<file path="src/verilog/rtt_defines.vh">
// register map, field positions, reset values and counts for the reload timers
`ifndef RTT_DEFINES_VH
`define RTT_DEFINES_VH
`define RTT_ADDR_W 3
`define RTT_OFF_T3_CTRL 3'h0
`define RTT_OFF_T3_LOW 3'h1
`define RTT_OFF_T3_HIGH 3'h2
`define RTT_OFF_T4_CTRL 3'h3
`define RTT_OFF_T4_LOW 3'h4
`define RTT_OFF_T4_HIGH 3'h5
`define RTT_OFF_MISC 3'h6
`define RTT_T3_FLAG_BIT 7
`define RTT_T3_PDEN_BIT 6
`define RTT_T3_PS_HI 5
`define RTT_T3_PS_LO 4
`define RTT_T3_RUN_BIT 2
`define RTT_T3_CLK_HI 1
`define RTT_T3_CLK_LO 0
`define RTT_T4_FLAG_BIT 7
`define RTT_T4_TC_BIT 6
`define RTT_T4_PS_HI 5
`define RTT_T4_PS_LO 4
`define RTT_T4_MODE_HI 3
`define RTT_T4_MODE_LO 2
`define RTT_T4_RUN_BIT 1
`define RTT_T4_CLKS_BIT 0
`define RTT_T3_CTRL_RESET 8'h00
`define RTT_T4_CTRL_RESET 8'h00
`define RTT_DATA_RESET 16'h0000
`define RTT_T3_CTRL_WMASK 8'hf7
`define RTT_CLK_SYS 2'h0
`define RTT_CLK_PIN 2'h1
`define RTT_MODE_RELOAD 2'h0
`define RTT_MODE_BAUD 2'h1
`define RTT_MODE_RISE 2'h2
`define RTT_MODE_FALL 2'h3
`define RTT_PS_DIV8 8'h07
`define RTT_PS_DIV64 8'h3f
`define RTT_PS_DIV256 8'hff
`define RTT_BAUD_DIV 4'hf
`endif

</file>
<file path="src/verilog/rtt_reload_timers.v">
// two 16-bit auto-reload timers (three and four) with register port
`timescale 1ns/10ps
`include "rtt_defines.vh"

module rtt_reload_timers
(
    input wire CLK_I,
    input wire ARST_N_I,
    input wire [2:0] ADDR_I,
    input wire [7:0] WDATA_I,
    input wire WR_I,
    input wire RD_I,
    output reg [7:0] RDATA_O,
    input wire POWERDOWN_I,
    input wire TIMER_THREE_PIN_I,
    input wire TIMER_FOUR_PIN_I,
    input wire TIMER_THREE_IRQ_ENABLE_I,
    input wire TIMER_FOUR_IRQ_ENABLE_I,
    output reg TIMER_THREE_IRQ_O,
    output reg TIMER_FOUR_IRQ_O,
    output reg TIMER_FOUR_PIN_O,
    output reg TIMER_FOUR_PIN_OE_N_O,
    output reg BAUD_TICK_O
);

    // prescaler terminal mask for a two-bit ratio code
    function [7:0] ps_mask;
        input [1:0] code;
        begin
            case (code)
                2'h0: ps_mask = 8'h00;
                2'h1: ps_mask = `RTT_PS_DIV8;
                2'h2: ps_mask = `RTT_PS_DIV64;
                default: ps_mask = `RTT_PS_DIV256;
            endcase
        end
    endfunction

    // prescaler has reached the terminal value of the chosen ratio
    function ps_hit;
        input [7:0] count;
        input [7:0] mask;
        begin
            ps_hit = ((count & mask) == mask);
        end
    endfunction

    // write strobe aimed at one register offset
    function reg_hit;
        input strobe;
        input [2:0] addr;
        input [2:0] offset;
        begin
            reg_hit = strobe & (addr == offset);
        end
    endfunction

    // overflow flag: a hardware set wins over a software write of zero
    function flag_next;
        input flag;
        input set;
        input wr;
        input wbit;
        begin
            if (set)
                flag_next = 1'b1;
            else if (wr)
                flag_next = flag & wbit;
            else
                flag_next = flag;
        end
    endfunction

    reg rst_meta_q;
    reg rst_sync_q;
    wire rst_n;
    reg p3_meta_q;
    reg p3_sync_q;
    reg p3_prev_q;
    reg p4_meta_q;
    reg p4_sync_q;
    reg p4_prev_q;
    reg pd_meta_q;
    reg pd_sync_q;

    always @(posedge CLK_I or negedge ARST_N_I)
    begin
        if (!ARST_N_I)
        begin
            rst_meta_q <= 1'b0;
            rst_sync_q <= 1'b0;
        end
        else
        begin
            rst_meta_q <= 1'b1;
            rst_sync_q <= rst_meta_q;
        end
    end
    assign rst_n = rst_sync_q;

    // pins are asynchronous; the first stage is never looked at
    always @(posedge CLK_I or negedge rst_n)
    begin
        if (!rst_n)
        begin
            p3_meta_q <= 1'b0;
            p3_sync_q <= 1'b0;
            p3_prev_q <= 1'b0;
            p4_meta_q <= 1'b0;
            p4_sync_q <= 1'b0;
            p4_prev_q <= 1'b0;
            pd_meta_q <= 1'b0;
            pd_sync_q <= 1'b0;
        end
        else
        begin
            p3_meta_q <= TIMER_THREE_PIN_I;
            p3_sync_q <= p3_meta_q;
            p3_prev_q <= p3_sync_q;
            p4_meta_q <= TIMER_FOUR_PIN_I;
            p4_sync_q <= p4_meta_q;
            p4_prev_q <= p4_sync_q;
            pd_meta_q <= POWERDOWN_I;
            pd_sync_q <= pd_meta_q;
        end
    end

    wire p3_rise = p3_sync_q & ~p3_prev_q;
    wire p4_rise = p4_sync_q & ~p4_prev_q;
    wire p4_fall = ~p4_sync_q & p4_prev_q;

    // timer three state
    reg [7:0] t3_ctrl_q;
    reg [15:0] t3_cnt_q;
    reg [15:0] t3_rld_q;
    reg [7:0] t3_hbuf_q;
    reg [7:0] t3_ps_q;
    // timer four state
    reg [7:0] t4_ctrl_q;
    reg [15:0] t4_cnt_q;
    reg [15:0] t4_rld_q;
    reg [7:0] t4_hbuf_q;
    reg [7:0] t4_ps_q;
    reg t4_armed_q;
    reg [3:0] baud_q;
    reg [15:0] t3_cnt_d;
    reg [7:0] t3_ps_d;
    reg [15:0] t4_cnt_d;
    reg [7:0] t4_ps_d;

    wire t3_run = t3_ctrl_q[`RTT_T3_RUN_BIT];
    wire [1:0] t3_clks = t3_ctrl_q[`RTT_T3_CLK_HI:`RTT_T3_CLK_LO];
    wire t3_pin_clk = (t3_clks == `RTT_CLK_PIN);
    wire [7:0] t3_mask = ps_mask(t3_ctrl_q[`RTT_T3_PS_HI:`RTT_T3_PS_LO]);
    wire t3_src_ok = (t3_clks != 2'h2);
    wire t3_alive = ~pd_sync_q |
        (t3_ctrl_q[`RTT_T3_PDEN_BIT] & t3_pin_clk);
    wire t3_src = t3_pin_clk ? p3_rise : 1'b1;
    wire t3_go = t3_run & t3_src_ok & t3_alive & t3_src;
    wire t3_tick = t3_go & ps_hit(t3_ps_q, t3_mask);
    wire t3_ovf = t3_tick & (t3_cnt_q == 16'hffff);

    wire t4_run = t4_ctrl_q[`RTT_T4_RUN_BIT];
    wire t4_tc = t4_ctrl_q[`RTT_T4_TC_BIT];
    wire [1:0] t4_mode = t4_ctrl_q[`RTT_T4_MODE_HI:`RTT_T4_MODE_LO];
    wire t4_edge_mode = t4_mode[1];
    // edge modes ignore the clock select bit
    wire t4_pin_clk = t4_ctrl_q[`RTT_T4_CLKS_BIT] & ~t4_edge_mode;
    wire [7:0] t4_mask = ps_mask(t4_ctrl_q[`RTT_T4_PS_HI:`RTT_T4_PS_LO]);
    wire t4_trig = (t4_mode == `RTT_MODE_RISE) ? p4_rise : p4_fall;
    wire t4_src = t4_pin_clk ? p4_rise : 1'b1;
    wire t4_counting = t4_run & (~t4_edge_mode | t4_armed_q);
    wire t4_retrig = t4_run & t4_edge_mode & t4_armed_q & t4_tc &
        t4_trig;
    wire t4_tick = t4_counting & t4_src &
        ps_hit(t4_ps_q, t4_mask);
    wire t4_ovf = t4_tick & (t4_cnt_q == 16'hffff) & ~t4_retrig;

    wire wr_t3c = reg_hit(WR_I, ADDR_I, `RTT_OFF_T3_CTRL);
    wire wr_t3l = reg_hit(WR_I, ADDR_I, `RTT_OFF_T3_LOW);
    wire wr_t3h = reg_hit(WR_I, ADDR_I, `RTT_OFF_T3_HIGH);
    wire wr_t4c = reg_hit(WR_I, ADDR_I, `RTT_OFF_T4_CTRL);
    wire wr_t4l = reg_hit(WR_I, ADDR_I, `RTT_OFF_T4_LOW);
    wire wr_t4h = reg_hit(WR_I, ADDR_I, `RTT_OFF_T4_HIGH);

    // prescalers restart whenever their timer is stopped
    always @*
    begin
        t3_ps_d = t3_ps_q;
        if (!t3_run)
            t3_ps_d = 8'h00;
        else if (t3_go)
            t3_ps_d = t3_ps_q + 8'h01;
    end

    // restart on a retrigger too, so the period is exact
    always @*
    begin
        t4_ps_d = t4_ps_q;
        if (!t4_counting || t4_retrig)
            t4_ps_d = 8'h00;
        else if (t4_src)
            t4_ps_d = t4_ps_q + 8'h01;
    end

    // next count: a stopped low-byte write wins over counting
    always @*
    begin
        t3_cnt_d = t3_cnt_q;
        if (wr_t3l && !t3_run)
            t3_cnt_d = {t3_hbuf_q, WDATA_I};
        else if (t3_ovf)
            t3_cnt_d = t3_rld_q;
        else if (t3_tick)
            t3_cnt_d = t3_cnt_q + 16'h0001;
    end

    // run bit alone never clears the count
    always @*
    begin
        t4_cnt_d = t4_cnt_q;
        if (wr_t4l && !t4_run)
            t4_cnt_d = {t4_hbuf_q, WDATA_I};
        else if (t4_ovf || t4_retrig)
            t4_cnt_d = t4_rld_q;
        else if (t4_tick)
            t4_cnt_d = t4_cnt_q + 16'h0001;
    end

    // timer three
    always @(posedge CLK_I or negedge rst_n)
    begin
        if (!rst_n)
        begin
            t3_ctrl_q <= `RTT_T3_CTRL_RESET;
            t3_cnt_q <= `RTT_DATA_RESET;
            t3_rld_q <= `RTT_DATA_RESET;
            t3_hbuf_q <= 8'h00;
            t3_ps_q <= 8'h00;
        end
        else
        begin
            if (wr_t3c)
                t3_ctrl_q <= WDATA_I & `RTT_T3_CTRL_WMASK;
            // flag: written zero clears, overflow sets and wins
            t3_ctrl_q[`RTT_T3_FLAG_BIT] <= flag_next(
                t3_ctrl_q[`RTT_T3_FLAG_BIT], t3_ovf, wr_t3c,
                WDATA_I[`RTT_T3_FLAG_BIT]);
            t3_ps_q <= t3_ps_d;
            // high byte waits in a buffer until the low byte commits
            if (wr_t3h)
                t3_hbuf_q <= WDATA_I;
            if (wr_t3l)
                t3_rld_q <= {t3_hbuf_q, WDATA_I};
            t3_cnt_q <= t3_cnt_d;
        end
    end

    // timer four
    always @(posedge CLK_I or negedge rst_n)
    begin
        if (!rst_n)
        begin
            t4_ctrl_q <= `RTT_T4_CTRL_RESET;
            t4_cnt_q <= `RTT_DATA_RESET;
            t4_rld_q <= `RTT_DATA_RESET;
            t4_hbuf_q <= 8'h00;
            t4_ps_q <= 8'h00;
            t4_armed_q <= 1'b0;
            baud_q <= 4'h0;
        end
        else
        begin
            if (wr_t4c)
                t4_ctrl_q <= WDATA_I;
            t4_ctrl_q[`RTT_T4_FLAG_BIT] <= flag_next(
                t4_ctrl_q[`RTT_T4_FLAG_BIT], t4_ovf, wr_t4c,
                WDATA_I[`RTT_T4_FLAG_BIT]);
            t4_ps_q <= t4_ps_d;
            // arming: wait for an edge, disarm on overflow
            if (!t4_run || !t4_edge_mode)
                t4_armed_q <= 1'b0;
            else if (t4_ovf)
                t4_armed_q <= 1'b0;
            else if (!t4_armed_q && t4_trig)
                t4_armed_q <= 1'b1;
            if (wr_t4h)
                t4_hbuf_q <= WDATA_I;
            if (wr_t4l)
                t4_rld_q <= {t4_hbuf_q, WDATA_I};
            t4_cnt_q <= t4_cnt_d;
            // baud sixteenth divider counts overflows in baud mode
            if (t4_mode != `RTT_MODE_BAUD)
                baud_q <= 4'h0;
            else if (t4_ovf)
                baud_q <= baud_q + 4'h1;
        end
    end

    // compare pin toggles only on the system clock
    always @(posedge CLK_I or negedge rst_n)
    begin
        if (!rst_n)
            TIMER_FOUR_PIN_O <= 1'b0;
        else if (t4_tc && !t4_pin_clk && !t4_edge_mode && t4_ovf)
        begin
            if (t4_mode == `RTT_MODE_RELOAD)
                TIMER_FOUR_PIN_O <= ~TIMER_FOUR_PIN_O;
            else if (baud_q == `RTT_BAUD_DIV)
                TIMER_FOUR_PIN_O <= ~TIMER_FOUR_PIN_O;
        end
    end

    // outputs and register reads
    always @(posedge CLK_I or negedge rst_n)
    begin
        if (!rst_n)
        begin
            RDATA_O <= 8'h00;
            TIMER_THREE_IRQ_O <= 1'b0;
            TIMER_FOUR_IRQ_O <= 1'b0;
            TIMER_FOUR_PIN_OE_N_O <= 1'b1;
            BAUD_TICK_O <= 1'b0;
        end
        else
        begin
            TIMER_THREE_IRQ_O <= t3_ctrl_q[`RTT_T3_FLAG_BIT] &
                TIMER_THREE_IRQ_ENABLE_I;
            TIMER_FOUR_IRQ_O <= t4_ctrl_q[`RTT_T4_FLAG_BIT] &
                TIMER_FOUR_IRQ_ENABLE_I;
            TIMER_FOUR_PIN_OE_N_O <= ~(t4_tc & ~t4_edge_mode);
            BAUD_TICK_O <= t4_ovf & (baud_q == `RTT_BAUD_DIV) &
                (t4_mode == `RTT_MODE_BAUD);
            RDATA_O <= 8'h00;
            // counts read live; reading while running is not exact
            if (RD_I)
            begin
                case (ADDR_I)
                    `RTT_OFF_T3_CTRL: RDATA_O <= t3_ctrl_q;
                    `RTT_OFF_T3_LOW: RDATA_O <= t3_cnt_q[7:0];
                    `RTT_OFF_T3_HIGH: RDATA_O <= t3_cnt_q[15:8];
                    `RTT_OFF_T4_CTRL: RDATA_O <= t4_ctrl_q;
                    `RTT_OFF_T4_LOW: RDATA_O <= t4_cnt_q[7:0];
                    `RTT_OFF_T4_HIGH: RDATA_O <= t4_cnt_q[15:8];
                    `RTT_OFF_MISC: RDATA_O <= {6'h00, t4_armed_q,
                        TIMER_FOUR_PIN_O};
                    default: RDATA_O <= 8'h00;
                endcase
            end
        end
    end

endmodule // rtt_reload_timers
</file>
<file path="config.mk">
export PLATFORM = sky130hd
export DESIGN_NAME = rtt_reload_timers
export DESIGN_NICKNAME = d
export VERILOG_FILES = /design/src/verilog/rtt_reload_timers.v
export VERILOG_INCLUDE_DIRS = /design/src /design/src/verilog
export SDC_FILE = /design/constraint.sdc
export NUM_CORES = 1
export LEC_CHECK = 0
export BUFFER_PORTS_ARGS = -buffer_cell sky130_fd_sc_hd__buf_2
export CELL_PAD_IN_SITES_DETAIL_PLACEMENT = 0
export CELL_PAD_IN_SITES_GLOBAL_PLACEMENT = 1
export CORE_MARGIN = 1
export CORE_UTILIZATION = 42
export CTS_BUF_LIST = sky130_fd_sc_hd__clkbuf_4 sky130_fd_sc_hd__clkbuf_8
export CTS_CLUSTER_DIAMETER = 50
export DETAILED_ROUTE_END_ITERATION = 7
export GPL_ROUTABILITY_DRIVEN = 0
export GPL_TIMING_DRIVEN = 0
export PLACE_DENSITY_LB_ADDON = 0.1
export SYNTH_ARGS = -nofsm -noshare
export SYNTH_HDL_FRONTEND = slang
export SYNTH_SLANG_ARGS = --single-unit
</file>
<file path="constraint.sdc">
create_clock -name CLK_I -period 4.51 [get_ports CLK_I]
set_clock_uncertainty 0.2 [all_clocks]
set_input_delay 0.451 -clock CLK_I [delete_from_list [all_inputs] [get_ports CLK_I]]
set_output_delay 0.451 -clock CLK_I [all_outputs]
set_load 0.03 [all_outputs]
</file>
==> results by group, run 1 <==
Power
  – Leak Pwr: 0.00342 uW
  – PwrDens: roughly 500 nW/um^2
  – Design Power: 4050 uW
  – Maximum VDD drop: 0.291 mV

Worst setup path
  – Critical path endpoint: t4_cnt_q[7]$_DFFE_PN0P_
  – WP data arrival: 2.95 ns
  – Data required time of the worst path: approximately 4.6 ns
  – Worst Path Buf+Inv: 0
  – Reg2reg end: t4_cnt_q[7]$_DFFE_PN0P_
  – WS Path Type: reg2reg
  – Slowest stage cell, crit path: dfrtp_1
  – Crit path from: t4_cnt_q[0]$_DFFE_PN0P_
  – Largest delay contributor family on the critical path: simple AND/OR/NAND/NOR gates
  – CP Depth: 6
  – Worst reg-to-reg setup slack: 1.64 ns
  – CP Launch Type: flip-flop
  – Worst r2r path cells: 6
  – Crit end category: flip-flop
  – Crit-path max FO: 9
  – CP peak stage delay: ~0.56 ns
  – RR Startpoint: t4_cnt_q[0]$_DFFE_PN0P_
  – Worst path most repeated cell: nand4_1
  – CP Cell Sequence: ha_1 -> nand4_1 -> nor4_1 -> nand4_1 -> nand2_1 -> o311ai_0

Global routing
  – First-pass GRT wire length: 31300 microns
  – Pin count of the biggest net entering global routing: 68
  – Initial antenna violation count: 2
  – Overall Global Routing Usage: 0.236
  – GR Overflow Total: 0
  – Vias in the first global route: around 5.5k

Floorplanning
  – Die width: 132 microns
  – Die area: 17500 sq um
  – Area of the core: 16600 sq um
  – Io pins: 33
  – Starting density of the core: 0.430
  – Die Span Y: approximately 130 microns
  – Placement Rows: 47

Cells and area
  – Sequential Area: 3480 sq um
  – Area of the multi-input gates: 3440 sq um
  – Fillers: 1547
  – Net count, final: ~750
  – Final Non-Filler Cells: ~960
  – Share of cells above drive strength 1: 0.209
  – Final core area utilization: 0.491
  – Area growth, synth to finish: 14.1%

Yosys
  – Top cell type's share of synthesized area: 0.484
  – Post-synthesis register bit count: 139
  – Number of synthesized flops with an enable pin: 0
  – Most frequent cell after synthesis: dfrtp_1
  – Top post-synthesis cells by area: dfrtp_1 (48%), mux2_2 (9.5%), mux2i_1 (2.9%)
  – Post-synth top cells: dfrtp_1 (138), mux2_2 (60), nand2_1 (42), nor2_1 (41), nand3_1 (35)
  – Mapped Nets: 691
  – YS warnings: 0
  – Cells after Synth: 666
  – Yosys top cell by area: dfrtp_1
  – Dominant synthesized flop cell: dfrtp_1
  – Async S/R FF share, synth: 1.00
  – Register area share after synthesis: 0.488
  – Syn Area/Cell: roughly 11 sq um
  – Synthesized area: 7130 sq um
  – Synth unique cells: roughly 70

Clocking
  – CTS tree: yes
  – Skew-Pair Late Insertion Delay: 0.46 ns
  – CTS Buf Count: 17
  – Clock tree sinks: between 100 and 150
  – CTS root buffer: clkbuf_8
  – # H-tree levels: 4
  – Clock buffer depth: 2
  – Post-CTS sizing: 0
  – Reg clk slew, reported paths: approximately 0.08 ns

STA
  – Final worst path period need: about 2.9 ns
  – Slew at the pin closest to its max-slew limit: around 0.93 ns
  – Final Cycle Share: 0.637
  – Finish-stage setup viols: 0
  – Fmax: 348 MHz
  – Max_slew headroom: 0.377
  – Final hold vios: 0
  – RSZ-0062 raised after global routing: false
  – Max-slew violations: 0
  – Setup ws final: 1.64 ns

Place
  – Port bufs: 31
  – Pre-CTS WS: 1.21 ns
  – Post-detail-place hpwl: 13700 microns
  – Placed cell count: 919

Route
  – Drt pass-1 iters: 7
  – Iter 0 DRT Violations: about 530
  – Routed WL: 19600 microns
  – Drt via density: 5.92
  – Drt drc: 0
  – Routed Antenna Nets: 0
  – Via count: 5676
  – WL/cell: 20.5 microns

Flow run
  – Max-Cap Viols: 0

Worst hold path
  – HP Class: reg2async

Outcome
  – Status: completed
==> cells in the final DEF (no fill, tap or decap), types with 5 or more instances in the layout <==
cell type,n
a22oi_1,5
o211ai_2,5
xnor2_1,21
clkbuf_8,21
nor3_1,13
nand2b_1,9
a221oi_1,5
dlygate4sd3_1,6
clkbuf_1,20
nand3_1,35
nand4_1,8
a21oi_1,20
o21ai_0,28
dfrtp_1,137
o22ai_1,5
inv_1,12
mux2i_1,21
buf_1,7
and2_1,9
and3_1,17
a211oi_1,6
nor2b_1,7
clkbuf_4,5
nand2_1,42
a31oi_1,18
mux2_2,60
o311ai_0,9
ha_1,5
xor2_1,8
buf_2,36
a221o_1,5
nor4_1,8
nor2_1,41
==> per-layer routing <==
metal | share of wire | GRT usage | vias to the layer above
met5 | 0 | 0 | -
li1 | - | - | 2594
met3 | 0.063 | 0.0561 | 26
met4 | 0.020 | 0.0837 | 0
met1 | 0.47 | 0.340 | 2869
met2 | 0.45 | 0.346 | 187
==> worst reg2reg max path, stage by stage (launching register included) <==
cell and delay [ns]:
dfrtp_1 0.56, ha_1 0.31, nand4_1 0.13, nor4_1 0.45, nand4_1 0.39, nand2_1 0.46
o311ai_0 0.20
==> timing repair <==
action                                  CTS  global route
hold buffers                              6             0
endpoints found under the setup margin    0             0
setup buffers                             0             0
hold endpoints to repair                  7             0
==> where the power goes <==
part | switching, uW | internal, uW
clock network | 471 | 676
registers | 420 | 1550
logic | 478 | 451
total | 1370 | 2680
==> cell families (layout without fill, tap and decap cells) <==
kind of cell,Yosys count,count (layout),share of synthesized area
simple gates,216,216,0.163
compound gates,144,144,0.144
flops,139,139,0.488
mux,83,83,0.131
buf+inv,49,120,0.0300
xor+xnor,29,29,0.0356
fa+ha+maj,5,5,0.00877
other cells,1,2,0.000526
==> worst min-delay path by stage <==
stage	endpoint	slack, ns	depth (start not counted)
finish	t3_rld_q[8]$_DFFE_PN0P_	0.04	0
global route	RDATA_O[6]$_DFF_PN0_	0.05	2
CTS	RDATA_O[6]$_DFF_PN0_	0.03	2
detailed placement	rst_meta_q$_DFF_PN0_	0.04	1
global placement	rst_meta_q$_DFF_PN0_	0.04	1
floorplan	rst_meta_q$_DFF_PN0_	-0.04	0
==> flip-flops by register name, summed over array words and instances, names as in the netlist, 4 cells and up <==
register and cells:
t3_rld_q 16, t3_cnt_q 16, t4_rld_q 16, t4_cnt_q 16, t4_hbuf_q 8, t3_ps_q 8
t3_ctrl_q 7, RDATA_O 8, t4_ps_q 8, baud_q 4, t4_ctrl_q 8, t3_hbuf_q 8
==> final cells by class <==
| class | instances | share of cell area |
|---|---|---|
| buffer | 36 | 0.0203 |
| timing repair buffer | 39 | 0.0332 |
| multi-input combinational | 478 | 0.423 |
| inverter | 13 | 0.00599 |
| clock inverter | 7 | 0.0169 |
| sequential | 139 | 0.428 |
| antenna | 1 | 0.000307 |
| tap | 220 | 0.0338 |
| clock buffer | 25 | 0.0384 |
==> metrics by stage <==
stage / hold WS (ns) / TNS [ns] / area [sq um]
detailed placement: 0.0371 / 0 / 7620
floorplan: -0.0446 / 0 / 7130
finish: 0.0400 / 0 / 8140
global route: 0.0487 / 0 / 8140
CTS: 0.0339 / 0 / 8130
global placement: 0.0354 / -192.79 / 7560
Power figures use the tool's default switching activity.
==> inputs of run 2 (changes only) <==
==> constraint.sdc (replaced) <==
create_clock -name CLK_I -period 2.3 [get_ports CLK_I]
set_clock_uncertainty 0.2 [all_clocks]
set_input_delay 0.23 -clock CLK_I [delete_from_list [all_inputs] [get_ports CLK_I]]
set_output_delay 0.23 -clock CLK_I [all_outputs]
set_load 0.03 [all_outputs]
==> run 2 against run 1 <==
Utilization rose by 3.5 points. Non-clock buffer count rose by 31. Largest cell class is now multi-input gates. Critical path type unchanged. Total power rose by 120%.
==> results by group, run 2 (same netlist as run 1, synthesis figures left out) <==
Worst setup path
  – RR Startpoint: t4_ctrl_q[3]$_DFFE_PN0P_
  – Largest delay contributor family on the critical path: simple AND/OR/NAND/NOR gates
  – CP peak stage delay: 0.46 ns
  – Worst reg-to-reg setup slack: 0.01 ns
  – Data required time of the worst path: 2.40 ns
  – WS Path Type: reg2reg
  – Reg2reg end: t4_cnt_q[2]$_DFFE_PN0P_
  – Worst Path Buf+Inv: 1
  – Crit end category: flip-flop
  – Worst r2r path cells: 6
  – CP Cell Sequence: buf_2 -> nand2b_1 -> mux2i_4 -> nand2_1 -> nand2_2 -> o311ai_0
  – Crit-path max FO: 10
  – WP data arrival: 2.38 ns
  – Slowest stage cell, crit path: o311ai_0
  – CP Launch Type: flip-flop

Clocking
  – Skew-Pair Late Insertion Delay: between 0.4 and 0.5 ns
  – Clock buffer depth: 2
  – CTS tree: yes
  – # H-tree levels: 4
  – Clock tree sinks: 139
  – Reg clk slew, reported paths: 0.09 ns
  – CTS root buffer: clkbuf_8
  – CTS Buf Count: 17

Power
  – Internal power: around 5900 uW
  – Net switching power: 2870 uW
  – Leak Pwr: 0.00364 uW
  – Power share of the clock group: 0.301
  – PwrDens: 1000 nW/um^2
  – Logic pwr share: 0.252
  – Reg power frac: 0.447
  – Sw frac: 0.329
  – Design Power: 8740 uW
  – Maximum VDD drop: slightly above 0.5 mV

Route
  – Drt drc: 0
  – WL/cell: roughly 21 microns
  – Routed WL: 20400 microns
  – Routed Antenna Nets: 0
  – Drt pass-1 iters: 6
  – Via count: slightly below 6k
  – Iter 0 DRT Violations: 383
  – Drt via density: 5.88

STA
  – Max-slew violations: 0
  – Final Cycle Share: 0.994
  – Final hold vios: 0
  – Max_slew headroom: 0.392
  – Finish-stage setup viols: 0
  – Slew at the pin closest to its max-slew limit: between 0.9 and 1 ns
  – Fmax: about 440 MHz
  – Final worst path period need: 2.29 ns
  – WHS: 0.0351 ns
  – TNS Setup: 0 ns

Floorplanning
  – Die area: 17500 sq um
  – Area of the core: between 15000 and 20000 sq um
  – Io pins: 33
  – Starting density of the core: 0.430
  – Die width: 132 microns
  – Placement Rows: 47
  – Die Span Y: 132 microns

Cells and area
  – Final core area utilization: 0.526
  – Net count, final: 780
  – Sequential Area: 3510 sq um
  – Most common cell after layout, fill and taps aside: dfrtp_1
  – Fin area: around 8700 sq um
  – Share of cells above drive strength 1: 0.296
  – Fillers: 1529
  – Area growth, synth to finish: 22.2%
  – Ant diodes: 0
  – Most frequent cells in the layout: dfrtp_1 (113), mux2_2 (60), nand2_1 (41), nor2_1 (40), buf_2 (35)
  – Area of the multi-input gates: 3620 sq um

Global routing
  – Met2 GRT Util: 0.379
  – Pin count of the biggest net entering global routing: 70
  – First-pass GRT wire length: 32500 microns
  – Vias in the first global route: approximately 5.7k
  – Global routing usage on met1: 0.347
  – GR Util met3: 0.0473
  – Gr busiest metal: met2
  – Overall Global Routing Usage: 0.245
  – Initial antenna violation count: 0
  – GR Overflow Total: 0

Flow run
  – Max-Cap Viols: 0

Worst hold path
  – WHS Path Cells: 2
  – Hold EP: t3_cnt_q[6]$_DFFE_PN0P_
  – Min-Delay Startpoint: WDATA_I[6]
  – HP Class: in2reg

Place
  – Port bufs: 31
  – DP Area: 7610 sq um
  – Post-detail-place hpwl: 13800 microns

Outcome
  – Status: completed
-- run 2: worst max path at each step --
stage	from	end	slack [ns]	cells after the start
2_1_floorplan	t3_cnt_q[0]$_DFFE_PN0P_	t3_cnt_q[9]$_DFFE_PN0P_	0.03	6
3_3_place_gp	t3_cnt_q[0]$_DFFE_PN0P_	t3_cnt_q[9]$_DFFE_PN0P_	-0.80	6
3_5_place_dp	t3_cnt_q[0]$_DFFE_PN0P_	t3_cnt_q[9]$_DFFE_PN0P_	-0.80	6
4_1_cts	t4_cnt_q[8]$_DFFE_PN0P_	t4_cnt_q[13]$_DFFE_PN0P_	0.0001	7
5_1_grt	t4_ctrl_q[3]$_DFFE_PN0P_	t4_cnt_q[6]$_DFFE_PN0P_	-0.007	6
6_report	t4_ctrl_q[3]$_DFFE_PN0P_	t4_cnt_q[2]$_DFFE_PN0P_	0.01	6
-- run 2: final cells by class --
cell class / instances / area share
buffer: 33 / 0.0211
inverter: 13 / 0.00603
clock buffer: 20 / 0.0301
tap: 220 / 0.0316
timing repair buffer: 73 / 0.0617
multi-input combinational: 478 / 0.416
sequential: 139 / 0.403
clock inverter: 12 / 0.0306
-- run 2: power by group through the flow --
stage                     combinational [uW]  sequential [uW]  clock [uW]
after floorplan                         1350             3640           0
after global placement                  1710             3930           0
after detailed placement                1770             3940           0
after CTS                               1990             3900        2670
after global routing                    2400             3990        2790
final                                   2200             3910        2630
-- run 2: what timing repair did --
action / 4_1_cts / 5_1_grt
hold endpoints to repair: 28 / 0
hold buffers: 14 / 0
buffers inserted: 15 / 12
gates resized for setup: 41 / 31
pin swaps: 3 / 4
endpoints found under the setup margin: 40 / 35
-- run 2: routing by layer --
layer / up-vias / share of wire
li1: 2665 / -
met4: 0 / 0.018
met1: 2955 / 0.46
met3: 22 / 0.058
met5: - / 0
met2: 167 / 0.46
-- run 2: through the flow --
step           instances  setup WS [ns]
2_1_floorplan        666         0.0331
3_3_place_gp         917         -0.799
3_5_place_dp         918         -0.802
4_1_cts              976       0.000119
5_1_grt              988       -0.00749
6_report             988         0.0141
-- run 2: worst register-to-register path: cells and delay by family, from the launching register on --
| family | cells | cell delay (ns) |
|---|---|---|
| simple gates | 3 | 0.68 |
| compound gates | 1 | 0.46 |
| flops | 1 | 0.35 |
| buf+inv | 1 | 0.23 |
| mux | 1 | 0.23 |
==> inputs of run 3 (changes only) <==
--- a/config.mk
+++ b/config.mk
@@ -10,7 +10,7 @@
 export CELL_PAD_IN_SITES_DETAIL_PLACEMENT = 0
 export CELL_PAD_IN_SITES_GLOBAL_PLACEMENT = 1
 export CORE_MARGIN = 1
-export CORE_UTILIZATION = 42
+export CORE_UTILIZATION = 45
 export CTS_BUF_LIST = sky130_fd_sc_hd__clkbuf_4 sky130_fd_sc_hd__clkbuf_8
 export CTS_CLUSTER_DIAMETER = 50
 export DETAILED_ROUTE_END_ITERATION = 7
==> run 3 against run 2 <==
Non-clock buffer count is 3 lower. Worst hold slack worse by 0.021 ns. Clock-buffer cell count is 6 higher.
==> results by group, run 3 (same netlist as run 1, synthesis figures left out) <==
Global routing
  – Overall Global Routing Usage: 0.261
  – GR Overflow Total: 0
  – First-pass GRT wire length: 31600 microns
  – Vias in the first global route: 5693
  – Pin count of the biggest net entering global routing: 59
  – Initial antenna violation count: 0

Place
  – Port bufs: 31
  – Post-detail-place hpwl: 13500 microns
  – Placed cell count: 910
  – Pre-CTS WS: -0.739 ns

Clocking
  – Reg clk slew, reported paths: 0.08 ns
  – # H-tree levels: 4
  – CTS root buffer: clkbuf_8
  – CTS tree: yes
  – Skew-Pair Late Insertion Delay: 0.45 ns
  – Clock buffer depth: 2
  – CTS Buf Count: 17
  – Clock tree sinks: roughly 140

Worst setup path
  – Crit end category: flip-flop
  – WP data arrival: around 2.4 ns
  – WS Path Type: reg2reg
  – Crit-path max FO: 6
  – CP Launch Type: flip-flop
  – Data required time of the worst path: about 2.4 ns
  – Worst r2r path cells: 6

Floorplanning
  – Die Span Y: 128 microns
  – Placement Rows: 45
  – Die width: 128 microns
  – Starting density of the core: 0.466
  – Area of the core: 15300 sq um
  – Io pins: 33
  – Die area: 16400 sq um

STA
  – RSZ-0062 raised after global routing: true
  – TNS Setup: 0 ns
  – Final hold vios: 0
  – Setup ws final: 0.0555 ns
  – Max_slew headroom: 0.454
  – Final Cycle Share: 0.976
  – Fmax: approximately 450 MHz
  – Max-slew violations: 0
  – Final worst path period need: around 2.2 ns
  – Slew at the pin closest to its max-slew limit: ~0.8 ns
  – Finish-stage setup viols: 0

Route
  – Drt via density: 5.89
  – WL/cell: 20.3 microns
  – Drt pass-1 iters: 5
  – Routed WL: 19900 microns
  – Drt drc: 0
  – Via count: 5748
  – Iter 0 DRT Violations: between 500 and 600
  – Routed Antenna Nets: 0

Power
  – Leak Pwr: roughly 0.0036 uW
  – PwrDens: approximately 950 nW/um^2
  – Maximum VDD drop: 0.512 mV
  – Design Power: just over 8000 uW

Cells and area
  – Share of cells above drive strength 1: 0.295
  – Net count, final: 777
  – Ant diodes: 0
  – Fillers: 1364
  – Sequential Area: 3510 sq um
  – Most frequent cells in the layout: dfrtp_1 (117), mux2_2 (60), nand2_1 (40), nor2_1 (39), buf_2 (35)
  – Area growth, synth to finish: 20.3%
  – Area of the multi-input gates: 3640 sq um
  – Most common cell after layout, fill and taps aside: dfrtp_1
  – Final Non-Filler Cells: 976

Outcome
  – Status: completed

Worst hold path
  – WHS Path Cells: 3
  – HP Class: in2reg

Flow run
  – Max-Cap Viols: 0
[run 3: cell types whose count changed in the layout (fill, tap and decap cells not counted), sizes merged]
cell,delta
dlygate4sd3,-1
clkbuf,+6
buf,-2
bufinv,-6
[run 3: stage by stage]
stage                     hold slack (ns)  instance area, sq um  utilization
after floorplan                    -0.266                  7150            -
after global placement             -0.185                  7570        0.494
after detailed placement           -0.183                  7610        0.497
after CTS                         0.00127                  8420        0.550
after global routing              0.00270                  8580        0.560
final                              0.0146                  8580        0.560
[run 3: critical path: stages (launching register included)]
cell      delay, ns
dfrtp_2        0.44
nand4_1        0.20
buf_4          0.21
or4_4          0.54
o21a_1         0.20
o211ai_1       0.21
nand4_1        0.11
[run 3: area by class of cell]
| type | instances | share of cell area |
|---|---|---|
| plain buffers | 33 | 0.0208 |
| multi-input cells | 478 | 0.424 |
| flip-flops and latches | 139 | 0.409 |
| repair buffers | 70 | 0.0612 |
| clock inverters | 6 | 0.00991 |
| clock buffers | 26 | 0.0388 |
| well taps | 211 | 0.0308 |
| inverters | 13 | 0.00569 |
[run 3: final timing paths]
check | from | slack [ns] | end
worst max-delay path | t4_cnt_q[7]$_DFFE_PN0P_ | 0.06 | t4_cnt_q[13]$_DFFE_PN0P_
worst min-delay path | WDATA_I[2] | 0.01 | t3_ctrl_q[2]$_DFFE_PN0P_
worst max register to register | t4_cnt_q[7]$_DFFE_PN0P_ | 0.06 | t4_cnt_q[13]$_DFFE_PN0P_
worst min register to register | rst_n$_DFF_PN0_ | 0.14 | t3_rld_q[14]$_DFFE_PN0P_
max in group asynchronous | rst_n$_DFF_PN0_ | 0.75 | TIMER_FOUR_PIN_OE_N_O$_DFF_PN1_
min in group asynchronous | rst_n$_DFF_PN0_ | 0.14 | t3_rld_q[14]$_DFFE_PN0P_
[run 3: power by group]
part,switching [uW],internal [uW]
clock,902,1150
combinational,1120,1120
sequential,787,3080
total,2810,5350
[run 3: metal layers]
layer	wire (microns)	GRT usage	up-vias
li1	-	-	2649
met1	9250	0.359	2872
met2	8860	0.387	190
met3	1310	0.0772	37
met4	438	0.0990	0
met5	0	0	-
[run 3: what timing repair did]
action,CTS,global route
hold buffers,13,0
pin swaps,2,8
buffers inserted,14,10
gates resized for setup,42,32
setup endpoints to repair,40,33
hold endpoints to repair,28,0
